**config.mk**
```make
export PLATFORM = sky130hd
export DESIGN_NAME = pwt_timer
export DESIGN_NICKNAME = d
export VERILOG_FILES = /design/src/include/pwt_pkg.sv /design/src/pwt_timer.sv
export SDC_FILE = /design/constraint.sdc
export NUM_CORES = 1
export LEC_CHECK = 0
export BUFFER_PORTS_ARGS = -buffer_cell sky130_fd_sc_hd__buf_2
export CAP_MARGIN = 20
export CORE_MARGIN = 5
export CORE_UTILIZATION = 30
export CTS_CLUSTER_SIZE = 24
export DETAILED_ROUTE_END_ITERATION = 10
export GPL_TIMING_DRIVEN = 0
export RECOVER_POWER = 50
export SYNTH_ARGS = -nofsm -noshare
export SYNTH_HDL_FRONTEND = slang
export SYNTH_SLANG_ARGS = --single-unit
```
**constraint.sdc**
```tcl
create_clock -name clk -period 2.9 [get_ports clk]
set_input_delay 0.435 -clock clk [delete_from_list [all_inputs] [get_ports clk]]
set_output_delay 0.435 -clock clk [all_outputs]
set_load 0.005 [all_outputs]
```
**src/include/pwt_pkg.sv**
```systemverilog
package pwt_pkg;
   localparam logic [2:0]  MODE_PULSE_WIDTH = 3'h6;
   localparam logic [2:0]  MODE_TRI_PWM     = 3'h7;
   localparam logic [15:0] CNT_ZERO         = 16'h0000;
   localparam logic [15:0] CNT_MAX          = 16'hffff;
   localparam logic [15:0] CCR_RESET        = 16'h0000;
   localparam int          SYNC_STAGES      = 2;
   localparam logic [1:0]  EDGE_NONE        = 2'h0;
   localparam logic [1:0]  EDGE_RISE        = 2'h1;
   localparam logic [1:0]  EDGE_FALL        = 2'h2;
   localparam logic [1:0]  EDGE_BOTH        = 2'h3;
   localparam int          OVF_FLAG_BIT     = 0;

   typedef enum logic [0:0] {
      PWT_DIR_UP   = 1'b0,
      PWT_DIR_DOWN = 1'b1
   } pwt_dir_e;
endpackage : pwt_pkg

```
**src/pwt_timer.sv**
```systemverilog
`timescale 1ns/10ps
// Overview of operation
// - Mode 110 counts when enable set
// - Edge captures count, clears counter, interrupts
// - Wrap after FFFFH raises overflow irq, flag
// - Flag cleared by bit clear or by writing 0 to bit 0
// - Overflow set beats coincident clear
// - Channel 1 external clock on event pin
// - Pulse width mode drives no waveform
// - Mode 111: reg0 cycle, regs1-3 duty
// - Compares writable live; enable off stops
// - Output 0 toggles at top and underflow
// - Triangular mode has no capture
// - Mode 111 output waveforms on four pins
// - Level zero: disabled or stopped drives low
// - Level zero, enabled: high once counting
// - Level one: inverse idle and start levels
module pwt_timer
   import pwt_pkg::*;
#(
   parameter int CHANNEL = 0
) (
   // Clock and reset
   input  wire logic        clk,
   input  wire logic        sys_rst,
   // Control
   input  wire logic [2:0]  timerModeField,
   input  wire logic        countEnableBit,
   input  wire logic        extClockSelect,
   input  wire logic [1:0]  extClockEdge,
   input  wire logic [7:0]  edgeSelectReg,
   input  wire logic [3:0]  outputLevelBit,
   input  wire logic [3:0]  outputEnableBit,
   // Compare register writes
   input  wire logic [3:0]  compareWrite,
   input  wire logic [15:0] compareWriteData,
   // Overflow flag clear
   input  wire logic        overflowBitClear,
   input  wire logic        optionRegZeroWrite,
   input  wire logic [7:0]  optionRegZeroData,
   // External pins
   input  wire logic [3:0]  captureTriggerInput,
   input  wire logic        ch1EventClockInput,
   output logic      [3:0]  timerOutputPin,
   // Status
   output logic      [15:0] counterReadBuffer,
   output logic      [15:0] captureCompareReg [4],
   output logic             overflowFlag,
   output logic      [3:0]  captureMatchIrq,
   output logic             counterOverflowIrq
);

   ////////////////////////////////////////////////////////////////////////////
   // Pin synchronisers and edge detection
   logic [3:0] capSync1, capSync2, capPrev;
   logic       evtSync1, evtSync2, evtPrev;

   always_ff @(posedge clk or posedge sys_rst) begin
      if (sys_rst) begin
         {evtSync1, capSync1} <= 5'h00;
         {evtSync2, capSync2} <= 5'h00;
         {evtPrev, capPrev}   <= 5'h00;
      end else begin
         {evtSync1, capSync1} <= {ch1EventClockInput, captureTriggerInput};
         {evtSync2, capSync2} <= {evtSync1, capSync1};
         {evtPrev, capPrev}   <= {evtSync2, capSync2};
      end
   end

   function automatic logic edgeHit(input logic [1:0] sel, input logic cur, input logic prv);
      case (sel)
         EDGE_RISE: edgeHit = cur & ~prv;
         EDGE_FALL: edgeHit = ~cur & prv;
         EDGE_BOTH: edgeHit = cur ^ prv;
         default:   edgeHit = 1'b0;
      endcase
   endfunction : edgeHit

   logic [3:0] capEdge;
   logic       extTick;
   logic       countTick;

   always_comb begin
      for (int i = 0; i < 4; i++) begin
         capEdge[i] = edgeHit(edgeSelectReg[2*i +: 2], capSync2[i], capPrev[i]);
      end
      // Channel 0 shares input 0 with the external clock; channel 1 has its own pin
      if (CHANNEL == 0) begin
         extTick = edgeHit(extClockEdge, capSync2[0], capPrev[0]);
      end else begin
         extTick = edgeHit(extClockEdge, evtSync2, evtPrev);
      end
      countTick = extClockSelect ? extTick : 1'b1;
   end

   ////////////////////////////////////////////////////////////////////////////
   // Counter, captures, compares, overflow, outputs
   logic        isPulse, isTri;
   logic [15:0] counter, next_counter;
   logic [15:0] ccr [4], next_ccr [4];
   logic        ovf, next_ovf;
   pwt_dir_e    dir, next_dir;
   logic [3:0]  wave, next_wave;
   logic [3:0]  ccIrq, next_ccIrq;
   logic        ovIrq, next_ovIrq;
   logic        running, anyCap, swClear;

   assign isPulse = (timerModeField == MODE_PULSE_WIDTH);
   assign isTri   = (timerModeField == MODE_TRI_PWM);
   assign running = countEnableBit;
   assign swClear = overflowBitClear |
                    (optionRegZeroWrite & ~optionRegZeroData[OVF_FLAG_BIT]);

   always_comb begin
      next_counter = counter;
      next_ovf     = ovf;
      next_dir     = dir;
      next_wave    = wave;
      next_ccIrq   = 4'h0;
      next_ovIrq   = 1'b0;
      anyCap       = 1'b0;
      for (int i = 0; i < 4; i++) begin
         next_ccr[i] = ccr[i];
      end
      if (swClear) begin
         next_ovf = 1'b0;
      end
      if (!running) begin
         // Stopping resets counter and waveforms, as with enable cleared
         next_counter = CNT_ZERO;
         next_dir     = PWT_DIR_UP;
         next_wave    = 4'h0;
      end else if (isPulse) begin
         for (int i = 0; i < 4; i++) begin
            if (capEdge[i]) begin
               next_ccr[i]   = counter;
               next_ccIrq[i] = 1'b1;
               anyCap        = 1'b1;
            end
         end
         if (anyCap) begin
            next_counter = CNT_ZERO;
         end else if (countTick) begin
            next_counter = counter + 16'h0001;
            if (counter == CNT_MAX) begin
               next_ovIrq = 1'b1;
               next_ovf   = 1'b1;
            end
         end
      end else if (isTri && countTick) begin
         if (dir == PWT_DIR_UP) begin
            if (counter >= ccr[0]) begin
               next_dir      = PWT_DIR_DOWN;
               next_counter  = counter - 16'h0001;
               next_ccIrq[0] = 1'b1;
               next_wave[0]  = ~wave[0];
            end else begin
               next_counter = counter + 16'h0001;
            end
         end else if (counter == CNT_ZERO) begin
            next_dir     = PWT_DIR_UP;
            next_counter = counter + 16'h0001;
            next_ovIrq   = 1'b1;
            next_wave[0] = ~wave[0];
         end else begin
            next_counter = counter - 16'h0001;
         end
         for (int k = 1; k < 4; k++) begin
            if (counter == ccr[k]) begin
               next_ccIrq[k] = 1'b1;
               next_wave[k]  = (dir == PWT_DIR_UP);
            end
         end
      end
      // Compare values are taken live; capture never occurs in triangular mode
      if (!isPulse) begin
         for (int i = 0; i < 4; i++) begin
            if (compareWrite[i]) begin
               next_ccr[i] = compareWriteData;
            end
         end
      end
   end

   always_ff @(posedge clk or posedge sys_rst) begin
      if (sys_rst) begin
         counter <= CNT_ZERO;
         ovf     <= 1'b0;
         dir     <= PWT_DIR_UP;
         wave    <= 4'h0;
         ccIrq   <= 4'h0;
         ovIrq   <= 1'b0;
         for (int i = 0; i < 4; i++) begin
            ccr[i] <= CCR_RESET;
         end
      end else begin
         counter <= next_counter;
         ovf     <= next_ovf;
         dir     <= next_dir;
         wave    <= next_wave;
         ccIrq   <= next_ccIrq;
         ovIrq   <= next_ovIrq;
         for (int i = 0; i < 4; i++) begin
            ccr[i] <= next_ccr[i];
         end
      end
   end

   // Pin level: idle level from level bit, active waveform inverted by it
   always_comb begin
      for (int i = 0; i < 4; i++) begin
         if (!outputEnableBit[i] || !running || isPulse) begin
            timerOutputPin[i] = outputLevelBit[i];
         end else begin
            timerOutputPin[i] = outputLevelBit[i] ^ ~wave[i];
         end
      end
   end

   assign counterReadBuffer  = counter;
   assign captureCompareReg  = ccr;
   assign overflowFlag       = ovf;
   assign captureMatchIrq    = ccIrq;
   assign counterOverflowIrq = ovIrq;

   ////////////////////////////////////////////////////////////////////////////
   // Assertions
   property p_capture_clears;
      @(posedge clk) disable iff (sys_rst)
      (running && isPulse && capEdge[1]) |=> (counter == CNT_ZERO && ccIrq[1]);
   endproperty
   a_capture_clears: assert property (p_capture_clears) else $error("capture no clear");

   property p_capture_value;
      @(posedge clk) disable iff (sys_rst)
      (running && isPulse && capEdge[0]) |=> (ccr[0] == $past(counter));
   endproperty
   a_capture_value: assert property (p_capture_value) else $error("capture value wrong");

   property p_overflow;
      @(posedge clk) disable iff (sys_rst)
      (running && isPulse && !anyCap && countTick && counter == CNT_MAX)
         |=> (ovIrq && ovf && counter == CNT_ZERO);
   endproperty
   a_overflow: assert property (p_overflow) else $error("overflow missed");

   property p_set_wins;
      @(posedge clk) disable iff (sys_rst)
      (swClear && running && isPulse && !anyCap && countTick && counter == CNT_MAX) |=> ovf;
   endproperty
   a_set_wins: assert property (p_set_wins) else $error("clear beat overflow");

   property p_clear;
      @(posedge clk) disable iff (sys_rst)
      (swClear && !next_ovIrq) |=> !ovf;
   endproperty
   a_clear: assert property (p_clear) else $error("flag not cleared");

   property p_pulse_no_wave;
      @(posedge clk) disable iff (sys_rst)
      isPulse |-> (timerOutputPin == outputLevelBit);
   endproperty
   a_pulse_no_wave: assert property (p_pulse_no_wave) else $error("wave in pulse mode");

   property p_stopped_level;
      @(posedge clk) disable iff (sys_rst)
      !running |-> (timerOutputPin == outputLevelBit);
   endproperty
   a_stopped_level: assert property (p_stopped_level) else $error("idle level wrong");

   property p_hold;
      @(posedge clk) disable iff (sys_rst)
      (isPulse && !capEdge[2] && !compareWrite[2]) |=> $stable(ccr[2]);
   endproperty
   a_hold: assert property (p_hold) else $error("capture changed");

   property p_tri_toggle;
      @(posedge clk) disable iff (sys_rst)
      (running && isTri && countTick && dir == PWT_DIR_DOWN && counter == CNT_ZERO)
         |=> (wave[0] != $past(wave[0]));
   endproperty
   a_tri_toggle: assert property (p_tri_toggle) else $error("no underflow toggle");

   property p_stop;
      @(posedge clk) disable iff (sys_rst)
      !running |=> (counter == CNT_ZERO);
   endproperty
   a_stop: assert property (p_stop) else $error("timer not stopped");

endmodule : pwt_timer

```
==> impl_metrics.py <==
metrics = {
    "status": {
        "status": "complete, but fails checks",
        "violations": "negative setup slack",
    },
    "cells_and_area": {
        "final_common_cell": "buf_2",
        "antenna_cells": 0,
        "layout_common_cells": "buf_2 (115), dfrtp_1 (101), nand2_1 (96)",
        "fillCellCount": 2163,
        "drive_gt1_frac": 0.224,
        "final_cell_area_sq_um": 8080,
        "syn_to_final_growth_pct": 25.5,
        "final_cells": 1158,
        "final_nets": 967,
        "finalCoreUtilization": 0.383,
    },
    "critical_path": {
        "critPathBufInv": 2,
        "critPathLaunchType": "flip-flop",
        "required_ps": 3130,
        "critPathMaxStageDelay_ps": 550,
        "critical_path_class": "flip-flop to flip-flop",
        "crit_family": "simple AND/OR/NAND/NOR gates",
        "worstPathArrival_ps": 3170,
        "path_max_fanout": 4,
        "cp_slowest_cell": "or4_4",
        "crit_chain": "or4_4 -> or3_4 -> or4_4 -> and2_4 -> and2_4 -> buf_8 -> buf_4 -> nand3_2 -> a211oi_2 -> a2111o_1",
        "cp-end-kind": "flip-flop",
    },
    "floorplan": {
        "die_w_um": 156,
        "coreArea_sq_um": 21100,
        "dieArea_sq_um": 24500,
        "start_util": 0.305,
        "fp.dieH_um": 156,
        "rows": 53,
        "ios": 150,
    },
    "routing": {
        "vias": 6001,
        "drt_iter0_drc": 448,
        "first_pass_iters": 6,
        "drcViolationCount": 0,
        "ant_nets": 0,
        "viasPerCell": 5.18,
        "totalWireLength_um": 22900,
        "routedWlPerCell_um": 19.7,
    },
    "place": {
        "place_congestion": 0.932,
        "placedCellCount": 1134,
        "place_area_sq_um": 7560,
        "io_buffers": 141,
        "hpwl_um": 17600,
    },
    "cts": {
        "cts_tree": "built",
        "htree_levels": 3,
        "cts_root_buf": "clkbuf_16",
        "cts_sinks": 103,
        "cts_buffers": 9,
        "cts.clk_slew.worst_paths_ps": 70,
        "cts.path.max_buffers": 2,
        "clk_latency_ps": 360,
    },
    "global_routing": {
        "antenna_found_initial": 0,
        "grt_start_max_net_pins": 34,
        "grt_pass1_wl_um": 33800,
        "first_global_vias": 5739,
        "grt.total_usage": 0.181,
        "gr-total-overflow": 0,
    },
    "timing": {
        "max_slew_margin": 0.257,
        "min_period_ps": 2940,
        "fin_ws_ps": -36.4,
        "clock_skew_ps": 12.1,
        "finalHoldViolCount": 0,
        "finalCritPeriodShare": 1.01,
        "final-max-slew-violation-count": 0,
        "rsz0062_at_grt": "yes",
        "finalSetupViolations": 2,
        "worst_pin_slew_ps": 1110,
        "fmax_ghz": 0.341,
    },
    "synth": {
        "synth_adder_area_share": 0.0525,
        "synth_compound_area_frac": 0.138,
        "syn_inst": 715,
        "ys_seq_area_frac": 0.400,
        "synth_top_family_by_area": "simple AND/OR/NAND/NOR gates",
        "synth_mux_area_frac": 0.106,
        "yosysWarnings": 0,
        "synthXorXnorAreaFrac": 0.0844,
        "synth_top_area_cell": "dfrtp_1",
        "synth_ff_type": "dfrtp_1",
        "syn_avg_cell_area_sq_um": 9.00,
        "synth-edff-count": 0,
        "ys_types": 52,
        "syn_nets": 802,
        "synth_async_sr_flop_share": 1.00,
        "netlist.area_leader.share": 0.400,
        "synth_area_sq_um": 6440,
        "synth_area_leaders": "dfrtp_1 (40%), mux2i_1 (11%), xnor2_1 (7.6%)",
        "ys_ff_latch": 103,
        "synth_simple_gate_area_frac": 0.166,
    },
    "hold_path": {
        "hold_class": "input pin to flip-flop",
    },
    "pwr": {
        "p_leak_uw": 0.00343,
        "powerDensity_nw_per_um2": 465,
        "vdd_drop_max_uv": 270,
    },
    "flow_run": {
        "drv_cap": 0,
    },
}
==> registers in the layout, summed over array words and instances, names as in the netlist <==
name and flops:
capPrev 4, capSync1 4, capSync2 4, captureCompareReg 64, captureMatchIrq 4, counterOverflowIrq 1
counterReadBuffer 16, dir 1, overflowFlag 1, wave 4
==> synth_stat cells, drive strengths merged (4+ instances only) <==
| library cell | instances |
|---|---|
| nor3b | 5 |
| nor2 | 25 |
| o21ai | 84 |
| mux2i | 68 |
| buf | 15 |
| inv | 32 |
| o32ai | 4 |
| and3 | 8 |
| ha | 27 |
| nor3 | 14 |
| a211oi | 5 |
| and2 | 6 |
| nand3 | 16 |
| nor4 | 8 |
| nand2 | 98 |
| a21oi | 18 |
| nand4 | 18 |
| xnor2 | 56 |
| or2 | 4 |
| clkbuf | 38 |
| a31oi | 9 |
| xor2 | 6 |
| dfrtp | 103 |
| nor2b | 11 |
==> final timing paths <==
check	start	endpoint	slack, ps	cells after the start
max in group asynchronous	sys_rst	counterReadBuffer[0]	590	4
worst min-delay path	captureTriggerInput[3]	capSync1[3]	180	1
worst max-delay path	counterReadBuffer[9]	counterReadBuffer[3]	-40	10
worst min register to register	capSync1[3]	capSync2[3]	350	0
worst max register to register	counterReadBuffer[9]	counterReadBuffer[3]	-40	10
min in group asynchronous	sys_rst	captureCompareReg[19]	260	2
==> per-stage QoR <==
| stage | hold WS [ps] | power (uW) | TNS [ps] | setup WS (ps) |
|---|---|---|---|---|
| finish | 178 | 3760 | -38.8 | -36.4 |
| global route | 174 | 3910 | -311 | -95.1 |
| CTS | 132 | 3760 | -627 | -139 |
| detailed placement | 335 | 2410 | -13130 | -520 |
| global placement | 332 | 2390 | -12860 | -594 |
| floorplan | 331 | 2070 | -78.9 | -78.9 |
==> layout make-up <==
class,instances,area (sq um),area share
Sequential cell,103,2580,0.319
Clock buffer,10,239,0.0296
Inverter,32,121,0.0150
Tap cell,275,344,0.0426
Timing Repair Buffer,161,828,0.103
Multi-Input combinational cell,528,3680,0.456
Buffer,45,205,0.0254
Clock inverter,4,77.6,0.00960
==> layer usage <==
| metal | vias up | part of all wire | track usage |
|---|---|---|---|
| li1 | 2823 | - | - |
| met1 | 2875 | 0.44 | 0.248 |
| met2 | 275 | 0.47 | 0.291 |
| met3 | 28 | 0.080 | 0.0440 |
| met4 | 0 | 0.018 | 0.0421 |
| met5 | - | 0 | 0 |
==> cell families (layout without fill, tap and decap cells) <==
family / count (synthesis) / after routing
AO/OA/AOI/OAI: 148 / 149
XOR/XNOR: 62 / 62
adder cells (fa/ha/maj): 27 / 27
buffers and inverters: 85 / 252
flip-flops: 103 / 103
multiplexers: 68 / 68
AND/OR/NAND/NOR: 222 / 222
==> report_power, final <==
group	internal [uW]	switching, uW
clock	778	580
sequential	1550	115
combinational	307	427
==> what timing repair did <==
item / CTS / global route
hold buffers: 0 / 0
setup buffers: 8 / 9
cloned: 0 / 1
setup endpoints to repair: 54 / 45
gates resized for setup: 18 / 39
pin swaps: 5 / 11
No activity file was read; power rests on OpenSTA's default activity.
